--- src/console_uart_pkg.sv ---
/*
  Shared constants of the console UART control block: register map,
  control and status field positions, reset values and bit timing.
  Assumes a 32-bit register port whose addresses are full byte addresses.
*/
package console_uart_pkg;
  // ==========================================================
  // register map
  localparam logic [31:0] UART_CONTROL_ADDR = 32'hF006_0000;
  localparam logic [31:0] UART_STATUS_ADDR = 32'hF006_0004;
  localparam logic [31:0] HOLDING_ADDR = 32'hF006_000C;
  localparam logic [31:0] RECEIVE_ADDR = 32'hF006_0010;
  localparam logic [31:0] BAUD_DIVISOR_ADDR = 32'hF006_0014;
  localparam logic [31:0] MATCH_CHAR_ADDR = 32'hF006_0018;
  localparam logic [31:0] CONTROL_RESET = 32'h0000_0000;
  localparam logic [31:0] CONTROL_WRITABLE = 32'h6000_7FBF;
  localparam logic [15:0] DIVISOR_RESET = 16'h0000;
  localparam logic [7:0] MATCH_RESET = 8'h00;
  // ==========================================================
  // control fields
  localparam int TRANSMIT_MODE_FIELD_LSB = 0;
  localparam int RECEIVE_MODE_FIELD_LSB = 2;
  localparam int BREAK_BIT = 4;
  localparam int CLKSEL_BIT = 5;
  localparam int LOOP_BIT = 7;
  localparam int PARITY_LSB = 8;
  localparam int STOP_BIT = 11;
  localparam int WLEN_LSB = 12;
  localparam int IR_BIT = 14;
  localparam int FLOW_BIT = 29;
  localparam int ECHO_BIT = 30;
  localparam logic [1:0] MODE_CPU = 2'h1;
  // ==========================================================
  // status fields
  localparam int ST_RX_VALID = 0;
  localparam int ST_FRAME = 2;
  localparam int ST_PARITY = 3;
  localparam int ST_OVERRUN = 4;
  localparam int ST_MATCH = 5;
  localparam int ST_RX_IDLE = 11;
  localparam int ST_TX_IDLE = 17;
  localparam int ST_HOLD_EMPTY = 18;
  // ==========================================================
  // bit timing in oversample ticks, word lengths in data bits
  localparam logic [3:0] TICK_LAST = 4'hF;
  localparam logic [3:0] TICK_MID = 4'h7;
  localparam logic [3:0] IR_PULSE = 4'h3;
  localparam logic [3:0] WORD_BASE = 4'h5;
  localparam logic [3:0] WORD_MAX = 4'h8;
  typedef enum logic [2:0] {TX_IDLE, TX_START, TX_DATA, TX_PAR, TX_STOP} tx_state_type;
  typedef enum logic [2:0] {RX_IDLE, RX_START, RX_DATA, RX_PAR, RX_STOP} rx_state_type;
endpackage : console_uart_pkg

--- src/console_uart.sv ---
/*
  Console UART control block: control register, holding and receive
  registers, transmitter, receiver, break, loop-back, echo and infra-red.
  Assumes a single-cycle register port on core_clk; pins are asynchronous.
*/
// Our own choice: the address-and-strobe port.
// Overview of operation
// - transmit mode 00 disables, 01 lets cpu write holding register
// - receive mode 00 disables, 01 lets cpu read receive register
// - send-break bit holds the transmit pin low continuously unless loop-back is on
// - bit 5 picks half-rate core clock or external uart clock
// - loop-back holds pin high and routes transmit data to receiver
// - parity: none, odd, forced one, forced zero on both directions
// - bit 11 selects one or two stop bits
// - word length field gives five to eight data bits
// - infra-red mode sends each zero as a 3/16 bit pulse
// - infra-red receiver takes a short pulse as a zero bit
// - flow enable compares received characters with the match character
// - echo forwards received line to transmit pin, holding data waits
// - holding register moves into shifter then goes out serially
// - receiver shifts in and transfers full character to receive register
// - low level at a stop bit raises a framing error
`timescale 1ns/100ps
`default_nettype none
module console_uart
  import console_uart_pkg::*;
(
  input wire logic core_clk,
  input wire logic rst_b,
  input wire logic [31:0] reg_addr,
  input wire logic [31:0] reg_wdata,
  input wire logic reg_write,
  input wire logic reg_read,
  output logic [31:0] reg_rdata,
  input wire logic external_uart_clock,
  input wire logic serial_receive_pin,
  output logic serial_transmit_pin
);
  import console_uart_pkg::*;

  // ==========================================================
  // registers and decode
  logic [31:0] uart_control;
  logic [15:0] baud_divisor;
  logic [7:0] match_char;
  logic [7:0] transmit_holding_register;
  logic [7:0] receive_data_register;
  logic hold_full, rx_valid, frame_err, parity_err, overrun_err, match_seen;

  wire [1:0] transmit_mode_field = uart_control[TRANSMIT_MODE_FIELD_LSB +: 2];
  wire [1:0] receive_mode_field = uart_control[RECEIVE_MODE_FIELD_LSB +: 2];
  wire send_break_bit = uart_control[BREAK_BIT];
  wire baud_clock_select = uart_control[CLKSEL_BIT];
  wire loopback_enable = uart_control[LOOP_BIT];
  wire [2:0] parity_select = uart_control[PARITY_LSB +: 3];
  wire stop_bit_count = uart_control[STOP_BIT];
  wire [1:0] word_length_field = uart_control[WLEN_LSB +: 2];
  wire ir_mode = uart_control[IR_BIT];
  wire soft_flow_enable = uart_control[FLOW_BIT];
  wire echo_enable = uart_control[ECHO_BIT];

  wire tx_enabled = transmit_mode_field == MODE_CPU;
  wire rx_enabled = receive_mode_field == MODE_CPU;
  wire [3:0] word_bits = WORD_BASE + {2'b00, word_length_field};
  wire parity_on = parity_select[2];
  wire parity_forced = parity_select[1];
  wire parity_force_val = ~parity_select[0];

  wire wr_control = reg_write && reg_addr == UART_CONTROL_ADDR;
  wire wr_status = reg_write && reg_addr == UART_STATUS_ADDR;
  wire wr_holding = reg_write && reg_addr == HOLDING_ADDR && tx_enabled;
  wire wr_divisor = reg_write && reg_addr == BAUD_DIVISOR_ADDR;
  wire wr_match = reg_write && reg_addr == MATCH_CHAR_ADDR;
  wire rd_receive = reg_read && reg_addr == RECEIVE_ADDR && rx_enabled;

  // ==========================================================
  // pin synchronisers and baud source
  logic [1:0] ext_sync, rx_sync;
  logic ext_prev, half_phase;
  wire ext_rise = ext_sync[1] && !ext_prev;
  wire src_tick = baud_clock_select ? ext_rise : half_phase;
  wire os_tick;

  always_ff @(posedge core_clk or negedge rst_b) begin
    if (!rst_b) begin
      ext_sync <= 2'b00;
      rx_sync <= 2'b11;
      ext_prev <= 1'b0;
      half_phase <= 1'b0;
    end else begin
      ext_sync <= {ext_sync[0], external_uart_clock};
      rx_sync <= {rx_sync[0], serial_receive_pin};
      ext_prev <= ext_sync[1];
      half_phase <= ~half_phase;
    end
  end

  baud_tick_gen baud_gen (
    .core_clk(core_clk),
    .rst_b(rst_b),
    .src_tick(src_tick),
    .divisor(baud_divisor),
    .os_tick(os_tick)
  );

  // ==========================================================
  // transmitter
  tx_state_type tx_state, next_tx_state;
  logic [7:0] tx_shift;
  logic [3:0] tx_sub, tx_count;
  logic tx_parity;
  wire tx_end = os_tick && tx_sub == TICK_LAST;
  wire tx_load = tx_state == TX_IDLE && hold_full && !echo_enable && os_tick;
  wire tx_idle = tx_state == TX_IDLE && !hold_full;
  wire [7:0] tx_mask = 8'hFF >> (WORD_MAX - word_bits);
  wire odd_fill = ~^(transmit_holding_register & tx_mask);

  always_comb begin
    next_tx_state = tx_state;
    case (tx_state)
      TX_IDLE: if (tx_load) next_tx_state = TX_START;
      TX_START: if (tx_end) next_tx_state = TX_DATA;
      TX_DATA: if (tx_end && tx_count == word_bits - 4'h1)
        next_tx_state = parity_on ? TX_PAR : TX_STOP;
      TX_PAR: if (tx_end) next_tx_state = TX_STOP;
      TX_STOP: if (tx_end && tx_count == {3'b000, stop_bit_count}) next_tx_state = TX_IDLE;
      default: next_tx_state = TX_IDLE;
    endcase
  end

  always_ff @(posedge core_clk or negedge rst_b) begin
    if (!rst_b) begin
      tx_state <= TX_IDLE;
      tx_shift <= 8'h00;
      tx_sub <= 4'h0;
      tx_count <= 4'h0;
      tx_parity <= 1'b0;
    end else begin
      tx_state <= next_tx_state;
      if (tx_load) begin
        tx_shift <= transmit_holding_register;
        tx_parity <= parity_forced ? parity_force_val : odd_fill;
        tx_sub <= 4'h0;
      end else if (os_tick) begin
        tx_sub <= tx_sub + 4'h1;
      end
      if (tx_end && tx_state == TX_DATA) tx_shift <= {1'b0, tx_shift[7:1]};
      if (tx_end) tx_count <= next_tx_state != tx_state ? 4'h0 : tx_count + 4'h1;
      else if (tx_load) tx_count <= 4'h0;
    end
  end

  // current bit level before infra-red shaping
  wire tx_bit = tx_state == TX_START ? 1'b0 :
                tx_state == TX_DATA ? tx_shift[0] :
                tx_state == TX_PAR ? tx_parity : 1'b1;
  // infra-red idles low and marks a zero by a short high pulse
  wire tx_ir_line = tx_state != TX_IDLE && !tx_bit && tx_sub < IR_PULSE;
  wire tx_line = ir_mode ? tx_ir_line : tx_bit;
  logic next_pin;
  always_comb begin
    if (loopback_enable) next_pin = 1'b1;
    else if (send_break_bit) next_pin = 1'b0;
    else if (echo_enable) next_pin = rx_sync[1];
    else next_pin = tx_line;
  end

  always_ff @(posedge core_clk or negedge rst_b) begin
    if (!rst_b) serial_transmit_pin <= 1'b1;
    else serial_transmit_pin <= next_pin;
  end

  // ==========================================================
  // receiver
  rx_state_type rx_state, next_rx_state;
  logic [7:0] rx_shift;
  logic [3:0] rx_sub, rx_count;
  logic rx_seen, rx_mid, rx_par_bad;
  // loop-back feeds the internal transmit line straight in
  wire rx_in = loopback_enable ? tx_line : rx_sync[1];
  wire rx_zero = ir_mode ? rx_in : ~rx_in;
  wire rx_end = os_tick && rx_sub == TICK_LAST;
  // only early pulses count: the next bit's pulse may start before this window ends
  wire rx_bit = ir_mode ? ~rx_seen : rx_mid;
  wire rx_begin = rx_state == RX_IDLE && rx_enabled && os_tick && rx_zero;
  wire rx_last_stop = rx_state == RX_STOP && rx_end && rx_count == {3'b000, stop_bit_count};
  wire rx_stop_low = rx_state == RX_STOP && rx_end && !rx_bit;
  wire rx_done = rx_last_stop && !rx_stop_low;
  wire [7:0] rx_char = rx_shift >> (WORD_MAX - word_bits);
  wire rx_odd = ~^rx_char;
  wire rx_par_want = parity_forced ? parity_force_val : rx_odd;

  always_comb begin
    next_rx_state = rx_state;
    case (rx_state)
      RX_IDLE: if (rx_begin) next_rx_state = RX_START;
      RX_START: if (rx_end) next_rx_state = rx_bit ? RX_IDLE : RX_DATA;
      RX_DATA: if (rx_end && rx_count == word_bits - 4'h1)
        next_rx_state = parity_on ? RX_PAR : RX_STOP;
      RX_PAR: if (rx_end) next_rx_state = RX_STOP;
      RX_STOP: if (rx_last_stop || rx_stop_low) next_rx_state = RX_IDLE;
      default: next_rx_state = RX_IDLE;
    endcase
  end

  always_ff @(posedge core_clk or negedge rst_b) begin
    if (!rst_b) begin
      rx_state <= RX_IDLE;
      rx_shift <= 8'h00;
      rx_sub <= 4'h0;
      rx_count <= 4'h0;
      rx_seen <= 1'b0;
      rx_mid <= 1'b1;
      rx_par_bad <= 1'b0;
    end else begin
      rx_state <= next_rx_state;
      if (rx_begin || rx_end) rx_seen <= 1'b0;
      else if (rx_zero && rx_sub < TICK_MID) rx_seen <= 1'b1;
      if (rx_begin) rx_sub <= 4'h0;
      else if (os_tick) rx_sub <= rx_sub + 4'h1;
      if (os_tick && rx_sub == TICK_MID) rx_mid <= ~rx_zero;
      if (rx_begin) begin
        rx_count <= 4'h0;
        rx_par_bad <= 1'b0;
      end else if (rx_end) begin
        rx_count <= next_rx_state != rx_state ? 4'h0 : rx_count + 4'h1;
      end
      if (rx_end && rx_state == RX_DATA) rx_shift <= {rx_bit, rx_shift[7:1]};
      if (rx_end && rx_state == RX_PAR) rx_par_bad <= rx_bit != rx_par_want;
    end
  end

  // ==========================================================
  // register writes and sticky status
  wire clr_frame = wr_status && reg_wdata[ST_FRAME];
  wire clr_parity = wr_status && reg_wdata[ST_PARITY];
  wire clr_overrun = wr_status && reg_wdata[ST_OVERRUN];
  wire clr_match = wr_status && reg_wdata[ST_MATCH];
  wire rx_match = rx_done && soft_flow_enable && rx_char == match_char;

  always_ff @(posedge core_clk or negedge rst_b) begin
    if (!rst_b) begin
      uart_control <= CONTROL_RESET;
      baud_divisor <= DIVISOR_RESET;
      match_char <= MATCH_RESET;
      transmit_holding_register <= 8'h00;
      receive_data_register <= 8'h00;
      hold_full <= 1'b0;
      rx_valid <= 1'b0;
      frame_err <= 1'b0;
      parity_err <= 1'b0;
      overrun_err <= 1'b0;
      match_seen <= 1'b0;
    end else begin
      if (wr_control) uart_control <= reg_wdata & CONTROL_WRITABLE;
      if (wr_divisor) baud_divisor <= reg_wdata[15:0];
      if (wr_match) match_char <= reg_wdata[7:0];
      if (wr_holding) transmit_holding_register <= reg_wdata[7:0];
      // a new write wins over the transfer into the shifter
      if (wr_holding) hold_full <= 1'b1;
      else if (tx_load) hold_full <= 1'b0;
      if (rx_done) receive_data_register <= rx_char;
      if (rx_done) rx_valid <= 1'b1;
      else if (rd_receive) rx_valid <= 1'b0;
      if (rx_stop_low) frame_err <= 1'b1;
      else if (clr_frame) frame_err <= 1'b0;
      if (rx_done && rx_par_bad && parity_on) parity_err <= 1'b1;
      else if (clr_parity) parity_err <= 1'b0;
      if (rx_done && rx_valid && !rd_receive) overrun_err <= 1'b1;
      else if (clr_overrun) overrun_err <= 1'b0;
      if (rx_match) match_seen <= 1'b1;
      else if (clr_match) match_seen <= 1'b0;
    end
  end

  // ==========================================================
  // read path: data only in the cycle after the read strobe
  logic [31:0] status_word, read_mux;
  always_comb begin
    status_word = 32'h0000_0000;
    status_word[ST_RX_VALID] = rx_valid;
    status_word[ST_FRAME] = frame_err;
    status_word[ST_PARITY] = parity_err;
    status_word[ST_OVERRUN] = overrun_err;
    status_word[ST_MATCH] = match_seen;
    status_word[ST_RX_IDLE] = rx_state == RX_IDLE;
    status_word[ST_TX_IDLE] = tx_idle;
    status_word[ST_HOLD_EMPTY] = !hold_full;
    case (reg_addr)
      UART_CONTROL_ADDR: read_mux = uart_control;
      UART_STATUS_ADDR: read_mux = status_word;
      RECEIVE_ADDR: read_mux = rx_enabled ? {24'h000000, receive_data_register} : 32'h0000_0000;
      BAUD_DIVISOR_ADDR: read_mux = {16'h0000, baud_divisor};
      MATCH_CHAR_ADDR: read_mux = {24'h000000, match_char};
      default: read_mux = 32'h0000_0000;
    endcase
  end

  always_ff @(posedge core_clk or negedge rst_b) begin
    if (!rst_b) reg_rdata <= 32'h0000_0000;
    else reg_rdata <= reg_read ? read_mux : 32'h0000_0000;
  end

  // ==========================================================
  // checks
  loop_pin_high_a: assert property (@(posedge core_clk) disable iff (!rst_b)
    $past(loopback_enable) |-> serial_transmit_pin)
    else $error("loop-back did not hold the pin high");
  break_pin_low_a: assert property (@(posedge core_clk) disable iff (!rst_b)
    $past(send_break_bit && !loopback_enable) |-> !serial_transmit_pin)
    else $error("break did not hold the pin low");
  reserved_zero_a: assert property (@(posedge core_clk) disable iff (!rst_b)
    reg_read && reg_addr == UART_CONTROL_ADDR |=> (reg_rdata & ~CONTROL_WRITABLE) == 32'h0)
    else $error("reserved control bits read non-zero");
  holding_gate_a: assert property (@(posedge core_clk) disable iff (!rst_b)
    reg_write && reg_addr == HOLDING_ADDR && !tx_enabled && !hold_full |=> !hold_full)
    else $error("holding register filled while transmit disabled");
  rx_gate_a: assert property (@(posedge core_clk) disable iff (!rst_b)
    rx_state == RX_IDLE && !rx_enabled |=> rx_state == RX_IDLE)
    else $error("receiver started while reception disabled");
  frame_flag_a: assert property (@(posedge core_clk) disable iff (!rst_b)
    rx_stop_low |=> frame_err && rx_state == RX_IDLE)
    else $error("low stop bit did not flag a framing error");
  shifter_load_a: assert property (@(posedge core_clk) disable iff (!rst_b)
    tx_load && !wr_holding |=> tx_state == TX_START && !hold_full ##1 tx_state == TX_START)
    else $error("holding data not moved into the shifter");
  rx_deliver_a: assert property (@(posedge core_clk) disable iff (!rst_b)
    rx_done |=> rx_valid && receive_data_register == $past(rx_char))
    else $error("received character not delivered");
  idle_high_a: assert property (@(posedge core_clk) disable iff (!rst_b)
    $past(tx_state == TX_IDLE && uart_control[ECHO_BIT:BREAK_BIT] == 27'h0) |-> serial_transmit_pin)
    else $error("line not idle high");
  ir_pulse_a: assert property (@(posedge core_clk) disable iff (!rst_b)
    ir_mode && tx_state == TX_START && tx_sub >= IR_PULSE && uart_control[LOOP_BIT:BREAK_BIT] == 4'h0
      && !echo_enable |=> !serial_transmit_pin)
    else $error("infra-red pulse longer than 3/16 bit");
  echo_follow_a: assert property (@(posedge core_clk) disable iff (!rst_b)
    echo_enable && !loopback_enable && !send_break_bit |=> serial_transmit_pin == $past(rx_sync[1]))
    else $error("echo did not forward the received line");
endmodule : console_uart
`default_nettype wire

--- src/baud_tick_gen.sv ---
/*
  Oversample tick generator: counts source ticks and pulses once every
  divisor+1 of them. Assumes src_tick is a one-cycle pulse on core_clk.
*/
`timescale 1ns/100ps
`default_nettype none
module baud_tick_gen (
  input wire logic core_clk,
  input wire logic rst_b,
  input wire logic src_tick,
  input wire logic [15:0] divisor,
  output logic os_tick
);
  logic [15:0] count;
  wire wrap = src_tick && (count >= divisor);

  always_ff @(posedge core_clk or negedge rst_b) begin
    if (!rst_b) begin
      count <= 16'h0000;
      os_tick <= 1'b0;
    end else begin
      os_tick <= wrap;
      if (wrap) count <= 16'h0000;
      else if (src_tick) count <= count + 16'h0001;
    end
  end
endmodule : baud_tick_gen
`default_nettype wire

--- config.mk ---
export PLATFORM = sky130hd
export DESIGN_NAME = console_uart
export DESIGN_NICKNAME = d
export VERILOG_FILES = /design/src/console_uart_pkg.sv /design/src/console_uart.sv /design/src/baud_tick_gen.sv
export SDC_FILE = /design/constraint.sdc
export NUM_CORES = 1
export LEC_CHECK = 0
export BUFFER_PORTS_ARGS = -buffer_cell sky130_fd_sc_hd__buf_2
export CORE_ASPECT_RATIO = 0.5
export CORE_UTILIZATION = 63
export CTS_BUF_LIST = sky130_fd_sc_hd__clkbuf_8 sky130_fd_sc_hd__clkbuf_16
export DETAILED_ROUTE_END_ITERATION = 6
export PLACE_DENSITY = 0.86
export SLEW_MARGIN = 0
export SYNTH_ARGS = -nofsm -noshare
export SYNTH_HDL_FRONTEND = slang
export SYNTH_SLANG_ARGS = --single-unit
--- constraint.sdc ---
create_clock -name core_clk -period 7.2 [get_ports core_clk]
set_clock_uncertainty 0.1 [all_clocks]
set_input_delay 0 -clock core_clk [delete_from_list [all_inputs] [get_ports core_clk]]
set_output_delay 0 -clock core_clk [all_outputs]
set_load 0.01 [all_outputs]
==> results of run 1 <==
## stage by stage
stage	std cells	total power, mW	setup slack [ns]	instance area, sq um
floorplan	704	0.8647	4.197	7687
global placement	907	0.8981	3.854	8089
detailed placement	907	0.8994	3.739	8089
CTS	964	1.828	3.763	8957
global route	964	1.881	3.385	8957
finish	965	1.834	3.645	8960
## cell families (layout without fill, tap and decap cells)
group	after synthesis	count (layout)	share of synthesized area (%)
flip-flops	148	148	48.50
buffers and inverters	75	170	4.467
other	1	13	0.04904
adder cells (fa/ha/maj)	24	24	3.927
multiplexers	75	75	12.19
XOR/XNOR	42	42	4.991
AND/OR/NAND/NOR	202	202	14.65
AO/OA/AOI/OAI	126	126	11.23
## power groups by stage
stage	sequential (mW)	combinational, mW	clock [mW]
4_1_cts	0.835	0.0599	0.933
3_5_place_dp	0.850	0.0492	0
5_1_grt	0.835	0.0674	0.979
3_3_place_gp	0.850	0.0481	0
2_1_floorplan	0.850	0.0147	0
6_report	0.835	0.0610	0.938
## routing by layer
metal / GRT usage [%] / part of all wire, % / up-vias
li1: - / - / 2658
met1: 45.52 / 38 / 3025
met2: 56.83 / 46 / 423
met3: 12.92 / 11 / 103
met4: 17.18 / 4.8 / 0
met5: 0 / 0 / -
## worst max path at each step
stage | from | end | slack (ns) | cells after the start
after detailed placement | uart_control[12]$_DFFE_PN0P_ | rx_par_bad$_DFFE_PN0P_ | 3.74 | 9
after floorplan | uart_control[12]$_DFFE_PN0P_ | rx_par_bad$_DFFE_PN0P_ | 4.20 | 12
after global routing | uart_control[12]$_DFFE_PN0P_ | rx_par_bad$_DFFE_PN0P_ | 3.39 | 9
after global placement | uart_control[12]$_DFFE_PN0P_ | rx_par_bad$_DFFE_PN0P_ | 3.85 | 9
final | uart_control[12]$_DFFE_PN0P_ | rx_par_bad$_DFFE_PN0P_ | 3.65 | 8
after CTS | uart_control[12]$_DFFE_PN0P_ | rx_par_bad$_DFFE_PN0P_ | 3.76 | 9
## layout make-up
cell class | instances | area [sq um] | share of cell area, %
Clock inverter | 14 | 178.9 | 1.997
Antenna cell | 1 | 2.502 | 0.02793
Multi-Input combinational cell | 481 | 3637 | 40.59
Clock buffer | 18 | 439.2 | 4.902
Sequential cell | 148 | 3709 | 41.39
Tap cell | 165 | 206.4 | 2.304
Timing Repair Buffer | 104 | 659.4 | 7.359
Inverter | 34 | 127.6 | 1.424
## flip-flops by register name, summed over array words and instances, names as in the netlist, 2 cells and up
register                   cells
tx_count                       4
baud_gen.count                16
rx_state                       3
match_char                     8
uart_control                  16
tx_sub                         4
receive_data_register          8
rx_sub                         4
transmit_holding_register      8
rx_shift                       8
baud_divisor                  16
rx_count                       4
rx_sync                        2
reg_rdata                     20
tx_shift                       8
ext_sync                       2
tx_state                       3
## worst min-delay path: stages
cell and delay, ns:
buf_2 0.10, nand4_1 0.10, nor3_4 0.09, nand2_2 0.13, o22ai_1 0.10
## cell usage in the layout (no fill, tap or decap), drive strengths merged, types with 4 or more instances in the layout
master / netlist / layout
a21o: 8 / 8
a21oi: 20 / 20
a222oi: 6 / 6
a22o: 15 / 15
a22oi: 20 / 20
and2: 4 / 4
and3: 16 / 16
and4: 5 / 5
buf: 21 / 79
clkbuf: 20 / 18
clkinv: 0 / 5
conb: 1 / 12
dfrtp: 144 / 144
dfstp: 4 / 4
dlygate4sd3: 0 / 25
ha: 24 / 24
inv: 34 / 38
mux2: 65 / 65
mux2i: 5 / 5
mux4: 5 / 5
nand2: 44 / 44
nand2b: 6 / 6
nand3: 14 / 14
nand4: 11 / 11
nor2: 45 / 45
nor2b: 19 / 19
nor3: 10 / 10
nor3b: 7 / 7
nor4: 8 / 8
o21ai: 30 / 30
o22ai: 6 / 6
xnor2: 17 / 17
xor2: 24 / 24
## timing repair
action                                 in CTS  in global routing
endpoints found under the hold margin     141                  0
hold buffers                               25                  0
setup buffers                               0                  0
==> out/results.ini, run 1 <==
[global_route]
grt_max_degree = 83
grt_pass1_wl_um = 33590
grt.overflow.total = 0
grt_pass1_vias = 6089
antenna_found_initial = 0
grt.total_usage_pct = 36.41

[cts]
cts.path.max_buffers = 2
clkTransAtPathRegs_ns = 0.06
cts_inserted_buffers = 17
h-tree-depth = 4
ctsResizeCount = 0
cts_tree = yes
clkLatencyLatePin_ns = 0.44
clock_sinks = 148
cts_root_buffer = clkbuf_16

[sta]
hold_viol_final = 0
period_needed_ns = 3.555
fin_crit_sh_pct = 49.37
tightest_slew_ns = 1.065
relSlewSlack_pct = 28.60
holdWs_ns = 0.05300
drv_slew = 0
tns_ns = 0
finalSetupViolations = 0
rsz0062_at_grt = no
fmax_mhz = 281.3

[placed_design]
portBuffers = 76
hpwl_um = 12570
gp_congestion = 0.8597

[min_path]
hold_end = hold_full$_DFFE_PN0P_
hold_depth = 5
min-delay-start = reg_addr[28]
hold_class = input pin to flip-flop

[drt]
ant_nets = 0
dr.pass1.iters = 5
drc = 0
wl_per_cell_um = 21.74
drtIter0Drc = 735
drt-total-wl_um = 20980
routed-via-count = 6209
viasPerCell = 6.434

[critical_path]
rrSetupSlack_ns = 3.65
start_kind = flip-flop
path_cells = inv_1 -> ha_1 -> mux4_2 -> xnor3_1 -> xnor2_1 -> o21ai_1 -> xor2_1 -> o22ai_1
crit_required_ns = 7.39
worstPathMaxFanout = 17
cp_num_buf_inv = 1
r2r-start = uart_control[12]$_DFFE_PN0P_
crit_path_end_kind = flip-flop
cp_slowest_stage_delay_ns = 0.80
path_class = flip-flop to flip-flop
reg2reg_depth = 8
critPathArrivalTime_ns = 3.75
critPathSlowestCell = dfrtp_1
path_delay_family = flip-flops
r2r_end = rx_par_bad$_DFFE_PN0P_

[die]
die_width_um = 157.8
dieArea_sq_um = 12610
num_rows = 28
coreArea_sq_um = 11810
fp.dieH_um = 79.90
ios = 103
start_util_pct = 64.76

[logic_synthesis]
synth_top_area_share_pct = 47.13
synthCells = 693
synth.distinct_cells = 67
syn_avg_cell_area_sq_um = 11.03
synth_edf_count = 0
syn-cell-area_sq_um = 7646
yosys.area.top_type = dfrtp_1
async_reset_ff_share_pct = 100.0
synth-seq-area-share_pct = 48.50
yosys_warnings = 0
ys_top_cells_by_area = dfrtp_1 47%, mux2_2 5.4%, ha_1 3.9%
yosysMostFrequentCell = dfrtp_1
synth_commonest_cells = 144 x dfrtp_1, 43 x nor2_1, 39 x nand2_1, 37 x mux2_2, 34 x inv_1
ys_ff_latch = 148
ys.flop_type = dfrtp_1

[finish]
post-route-util_pct = 75.89
nNetsFinal = 880
drive_gt1_share_pct = 22.40
syn_to_final_growth_pct = 17.18
num-fill-cells = 674

[power]
combPwrFrac_pct = 3.3
seqPwrFrac_pct = 45.5
power_density_nw_per_um2 = 204.7
switching_share_pct = 22.82
p_leak_nw = 4.434
peakVddDrop_uv = 211.1
intPower_mw = 1.416
p_switching_mw = 0.4185
power_frac_clock_pct = 51.2

[job]
max_cap_violations = 0

[outcome]
status = finished clean

Power figures use the tool's default switching activity.
==> run 2: changes to the inputs <==
- CORE_UTILIZATION: 63 -> 52
- PLACE_DENSITY: 0.86 -> 0.76
- clock period: 7.2 -> 3 ns (I/O delays scaled with it)
==> out/results.ini, run 2 (same netlist as run 1, synthesis figures left out) <==
[outcome]
status = finished with violations
violations = DRC

[drt]
drt-total-wl_um = 19280  ; -8.1%
routed-via-count = 5917  ; -4.7%
ant_nets = 0  ; unchanged
drc = 4  ; +4
drtIter0Drc = 451  ; -39%
wl_per_cell_um = 19.13  ; -12%
dr.pass1.iters = 7  ; +2
viasPerCell = 5.870  ; -8.8%

[die]
start_util_pct = 54.91  ; -9.9 points
die_width_um = 173.5  ; +9.9%
fp.dieH_um = 87.75  ; +9.8%
coreArea_sq_um = 13930  ; +18%
dieArea_sq_um = 15220  ; +21%
num_rows = 30  ; +7.1%
ios = 103  ; unchanged

[cts]
clkTransAtPathRegs_ns = 0.06  ; about the same
clock_sinks = 148  ; unchanged
postCtsSetupBuffers = 0  ; unchanged
cts.path.max_buffers = 2  ; unchanged
clkLatencyLatePin_ns = 0.42  ; -0.02 ns
h-tree-depth = 4  ; unchanged
cts_inserted_buffers = 17  ; unchanged
cts_root_buffer = clkbuf_16
cts_tree = yes

[critical_path]
path_cells = inv_1 -> ha_2 -> mux4_2 -> xnor2_1 -> xnor3_1 -> xnor2_1 -> o21ai_1 -> xor2_1 -> o22ai_1
reg2reg_depth = 9  ; +1
critPathArrivalTime_ns = 3.00  ; -0.75 ns
worstPathMaxFanout = 8  ; -9
rrSetupSlack_ns = 0.20  ; -3.44 ns
start_kind = flip-flop
critPathSlowestCell = mux4_2
crit_required_ns = 3.20  ; -4.19 ns
path_class = flip-flop to flip-flop
crit_path_end_kind = flip-flop
crit_top_cell = xnor2_1
path_delay_family = XOR/XNOR gates
cp_slowest_stage_delay_ns = 0.59  ; -0.21 ns
cp_num_buf_inv = 1  ; unchanged
r2r_end = rx_par_bad$_DFFE_PN0P_
r2r-start = uart_control[13]$_DFFE_PN0P_

[sta]
holdWs_ns = 0.01045  ; -0.04255 ns
fin_crit_sh_pct = 93.30  ; +44 points
tightest_slew_ns = 0.6221  ; -0.4431 ns
fmax_mhz = 357.3  ; +27%
rsz0062_at_grt = no
hold_viol_final = 0  ; unchanged
finalSetupViolations = 0  ; unchanged
period_needed_ns = 2.799  ; -0.7557 ns
relSlewSlack_pct = 58.15  ; +30 points
tns_ns = 0  ; unchanged
drv_slew = 0  ; unchanged

[global_route]
use_met2_pct = 43.70  ; -13 points
antenna_found_initial = 0  ; unchanged
grt.total_usage_pct = 26.82  ; -9.6 points
grt_max_degree = 72  ; -13%
busiest_layer = met2
grt_pass1_vias = 5907  ; -3.0%
use_met1_pct = 34.68  ; -11 points
grt.overflow.total = 0  ; unchanged
grt_use_met3_pct = 7.292  ; -5.6 points
grt_pass1_wl_um = 31350  ; -6.7%

[min_path]
hold_end = hold_full$_DFFE_PN0P_
hold_depth = 5  ; unchanged
min-delay-start = reg_addr[28]
hold_class = input pin to flip-flop

[power]
switching_share_pct = 21.27  ; -1.5 points
power_density_nw_per_um2 = 493.4  ; +140%
peakVddDrop_uv = 392.7  ; +86%
p_switching_mw = 0.9651  ; +130%
power_frac_clock_pct = 52.5  ; +1.3 points
combPwrFrac_pct = 3.4  ; about the same
seqPwrFrac_pct = 44.2  ; -1.3 points
p_leak_nw = 4.555  ; +2.7%
power_mw = 4.537  ; +150%
intPower_mw = 3.572  ; +150%

[placed_design]
dpl-instance-area_sq_um = 8255  ; +2.1%
gp_congestion = 0.8906  ; +3.6%
portBuffers = 76  ; unchanged
hpwl_um = 13030  ; +3.7%

[finish]
largest_register_ffs = 20  ; unchanged
nNetsFinal = 898  ; +2.0%
syn_to_final_growth_pct = 20.27
layout_commonest_cell = dfrtp_1
drive_gt1_share_pct = 24.14  ; +1.7 points
n_antenna_cell = 0  ; -1
final_cell_mix = 144 x dfrtp_1, 75 x buf_2, 43 x nor2_1
fin_area_sq_um = 9196  ; +2.6%
regMostFlops = reg_rdata

[job]
max_cap_violations = 0  ; unchanged

run 2: cell count changes in the layout (fill, tap and decap cells not counted), moves of 2 or more:
cell / change
buf_4: +15
buf_12: +2
bufinv_16: +2
clkinv_4: -3
inv_6: +2
run 2: what timing repair did:
item,CTS,global route
resized for setup,0,1
hold buffers,27,0
setup endpoints to repair,0,2
hold endpoints to repair,205,0
run 2: per-stage QoR:
step / setup WS [ns] / cells / util, %
finish: 0.2011 / 1008 / 66.04
floorplan: 0.06385 / 704 / -
detailed placement: 0.09782 / 950 / 59.28
global route: 0.06622 / 1008 / 66.04
global placement: 0.1837 / 950 / 59.28
CTS: 0.09350 / 1008 / 66.02
run 2: how the worst max path moves through the flow:
stage | startpoint | to | slack (ns) | cells past startpoint
4_1_cts | uart_control[13]$_DFFE_PN0P_ | rx_par_bad$_DFFE_PN0P_ | 0.09 | 9
3_3_place_gp | uart_control[13]$_DFFE_PN0P_ | rx_par_bad$_DFFE_PN0P_ | 0.18 | 9
2_1_floorplan | uart_control[12]$_DFFE_PN0P_ | rx_par_bad$_DFFE_PN0P_ | 0.06 | 12
3_5_place_dp | uart_control[13]$_DFFE_PN0P_ | rx_par_bad$_DFFE_PN0P_ | 0.1 | 9
6_report | uart_control[13]$_DFFE_PN0P_ | rx_par_bad$_DFFE_PN0P_ | 0.20 | 9
5_1_grt | uart_control[13]$_DFFE_PN0P_ | rx_par_bad$_DFFE_PN0P_ | 0.07 | 9
run 2: per-layer routing:
metal	share of wire [%]	wire (um)
met5	0	0
met4	2.7	512
met3	8.3	1594
met1	42	8144
met2	47	9032
run 2: power by group through the flow:
stage / Clock [mW] / Combinational [mW] / Sequential [mW]
floorplan: 0 / 0.0352 / 2.04
global placement: 0 / 0.121 / 2.04
detailed placement: 0 / 0.123 / 2.04
CTS: 2.40 / 0.152 / 2.00
global route: 2.49 / 0.169 / 2.00
finish: 2.38 / 0.153 / 2.00
run 2: layout make-up:
type                       count  area (sq um)
multi-input combinational    481          3640
fill                        1014          4730
timing repair buffer         122         822.0
clock inverter                13         219.0
sequential                   148          3709
clock buffer                  18         439.2
tap                          192         240.2
inverter                      34         127.6
run 2: worst reg2reg max path: cells and delay by family (launching register included):
| kind | cells | cell delay, ns |
|---|---|---|
| compound gates | 2 | 0.23 |
| xor+xnor | 4 | 0.77 |
| fa+ha+maj | 1 | 0.49 |
| buf+inv | 1 | 0.07 |
| flops | 1 | 0.42 |
| mux | 1 | 0.60 |
==> run 3: changes to the inputs <==
- CORE_MARGIN: default -> 1.5
- CTS_BUF_LIST: sky130_fd_sc_hd__clkbuf_8 sky130_fd_sc_hd__clkbuf_16 -> default
==> out/results.ini, run 3 (same netlist as run 1, synthesis figures left out) <==
[outcome]
status = finished with violations
violations = DRC

[drt]
dr.pass1.iters = 7  ; unchanged
viasPerCell = 5.868  ; about the same
drt-total-wl_um = 19150  ; -0.72%
drtIter0Drc = 449  ; -0.44%
routed-via-count = 5933  ; +0.27%
ant_nets = 0  ; unchanged
drc = 1  ; -3
wl_per_cell_um = 18.94  ; -1.0%

[sta]
relSlewSlack_pct = 43.08  ; -15 points
fmax_mhz = 364.3  ; +2.0%
rsz0062_at_grt = no
drv_slew = 0  ; unchanged
tns_ns = 0  ; unchanged
fin_crit_sh_pct = 91.51  ; -1.8 points
hold_viol_final = 0  ; unchanged
tightest_slew_ns = 0.8537  ; +0.2317 ns
period_needed_ns = 2.745  ; -0.05358 ns
finalSetupViolations = 0  ; unchanged

[finish]
nNetsFinal = 894  ; -0.45%
regMostFlops = reg_rdata
final_cell_mix = 144 x dfrtp_1, 75 x buf_2, 43 x nor2_1
drive_gt1_share_pct = 23.74  ; -0.40 points
n_antenna_cell = 0  ; unchanged
final-seq-area_sq_um = 3709  ; unchanged
syn_to_final_growth_pct = 18.75
multi_input_area_sq_um = 3637  ; about the same
layout_commonest_cell = dfrtp_1
largest_register_ffs = 20  ; unchanged
num-fill-cells = 1119  ; +10%

[cts]
ctsResizeCount = 0  ; unchanged
clkLatencyLatePin_ns = 0.43  ; about the same
cts.path.max_buffers = 2  ; unchanged
clkTransAtPathRegs_ns = 0.06  ; about the same
cts_inserted_buffers = 17  ; unchanged
cts_tree = yes
cts_root_buffer = clkbuf_16
clock_sinks = 148  ; unchanged
h-tree-depth = 4  ; unchanged

[global_route]
grt.overflow.total = 0  ; unchanged
antenna_found_initial = 0  ; unchanged
grt_pass1_wl_um = 30820  ; -1.7%
grt_max_degree = 95  ; +32%
grt_pass1_vias = 5885  ; -0.37%
grt.total_usage_pct = 26.02  ; -0.79 points

[power]
p_leak_nw = 4.490  ; -1.4%
peakVddDrop_uv = 249.1  ; -37%
power_mw = 4.305  ; -5.1%
power_density_nw_per_um2 = 474.1  ; -3.9%

[die]
fp.dieH_um = 88.75  ; +1.1%
coreArea_sq_um = 14430  ; +3.6%
ios = 103  ; unchanged
start_util_pct = 52.99  ; -1.9 points
num_rows = 31  ; +3.3%
dieArea_sq_um = 15480  ; +1.7%
die_width_um = 174.5  ; +0.58%

[critical_path]
start_kind = flip-flop
path_class = flip-flop to flip-flop
critPathArrivalTime_ns = 2.95  ; -0.05 ns
crit_path_end_kind = flip-flop
crit_required_ns = 3.21  ; about the same
worstPathMaxFanout = 7  ; -1

[placed_design]
hpwl_um = 12910  ; -0.92%
portBuffers = 76  ; unchanged
gp_congestion = 0.8993  ; +0.98%

[job]
max_cap_violations = 0  ; unchanged

[min_path]
hold_class = input pin to flip-flop

run 3: cell types whose count changed in the layout (fill, tap and decap cells not counted):
cell           delta
clkinv_2          +1
clkinv_4          +2
clkbuf_1          +1
dlygate4sd3_1     -1
bufinv_16         -3
buf_12            -2
ha_1              +1
ha_2              -1
buf_4             -1
inv_8             +1
clkinvlp_4        +2
inv_6             -3
run 3: layout make-up:
type                            count  share of cell area (%)
Sequential cell                   148                   40.84
Multi-Input combinational cell    481                   40.06
Timing Repair Buffer              118                   8.419
Clock buffer                       19                   4.878
Tap cell                          198                   2.728
Clock inverter                     13                   1.667
Inverter                           34                   1.406
run 3: power breakdown:
group          leakage (nW)  switching, mW  internal, mW  total, mW
combinational          2.21         0.0893        0.0575      0.147
clock                 0.282          0.895          1.26       2.15
sequential             2.00        0.00213          2.00       2.00
run 3: layer usage:
layer | share of wire [%] | track usage, % | up-vias
met4 | 2.6 | 11.36 | 0
met5 | 0 | 0 | -
met1 | 43 | 33.31 | 2963
li1 | - | - | 2698
met3 | 5.9 | 4.854 | 43
met2 | 48 | 44.26 | 229
run 3: stage by stage:
stage	cells	hold slack [ns]	setup slack (ns)	util [%]	cell area [sq um]
2_1_floorplan	704	-0.3956	0.06385	-	7690
3_3_place_gp	954	0.005189	0.3305	57.08	8235
3_5_place_dp	954	0.01096	0.2558	57.08	8235
4_1_cts	1011	0.01389	0.2397	62.93	9080
5_1_grt	1011	0.05348	0.01851	62.93	9080
6_report	1011	0.02257	0.2547	62.93	9080
run 3: final timing paths:
path | start | endpoint | slack [ns] | depth (start not counted)
min in group asynchronous | rst_b | tx_sub[0]$_DFFE_PN0P_ | 0.13 | 2
max in group asynchronous | rst_b | receive_data_register[3]$_DFFE_PN0P_ | 1.85 | 3
min | reg_addr[28] | reg_rdata[18]$_DFF_PN0_ | 0.02 | 5
max reg2reg | uart_control[12]$_DFFE_PN0P_ | rx_par_bad$_DFFE_PN0P_ | 0.25 | 9
min reg2reg | rx_sync[0]$_DFF_PN1_ | rx_sync[1]$_DFF_PN1_ | 0.26 | 0
max | uart_control[12]$_DFFE_PN0P_ | rx_par_bad$_DFFE_PN0P_ | 0.25 | 9
run 3: what timing repair did:
item / 4_1_cts / 5_1_grt
buffers inserted: 0 / 0
hold endpoints to repair: 148 / 0
hold buffers: 25 / 0
run 3: worst max-delay path: stages (launching register included):
cell and delay [ns]:
dfrtp_1 0.35, inv_1 0.06, ha_1 0.52, mux4_2 0.63
xnor2_1 0.20, xnor3_1 0.25, xnor2_1 0.13, o21ai_1 0.14
xor2_1 0.15, o22ai_1 0.09
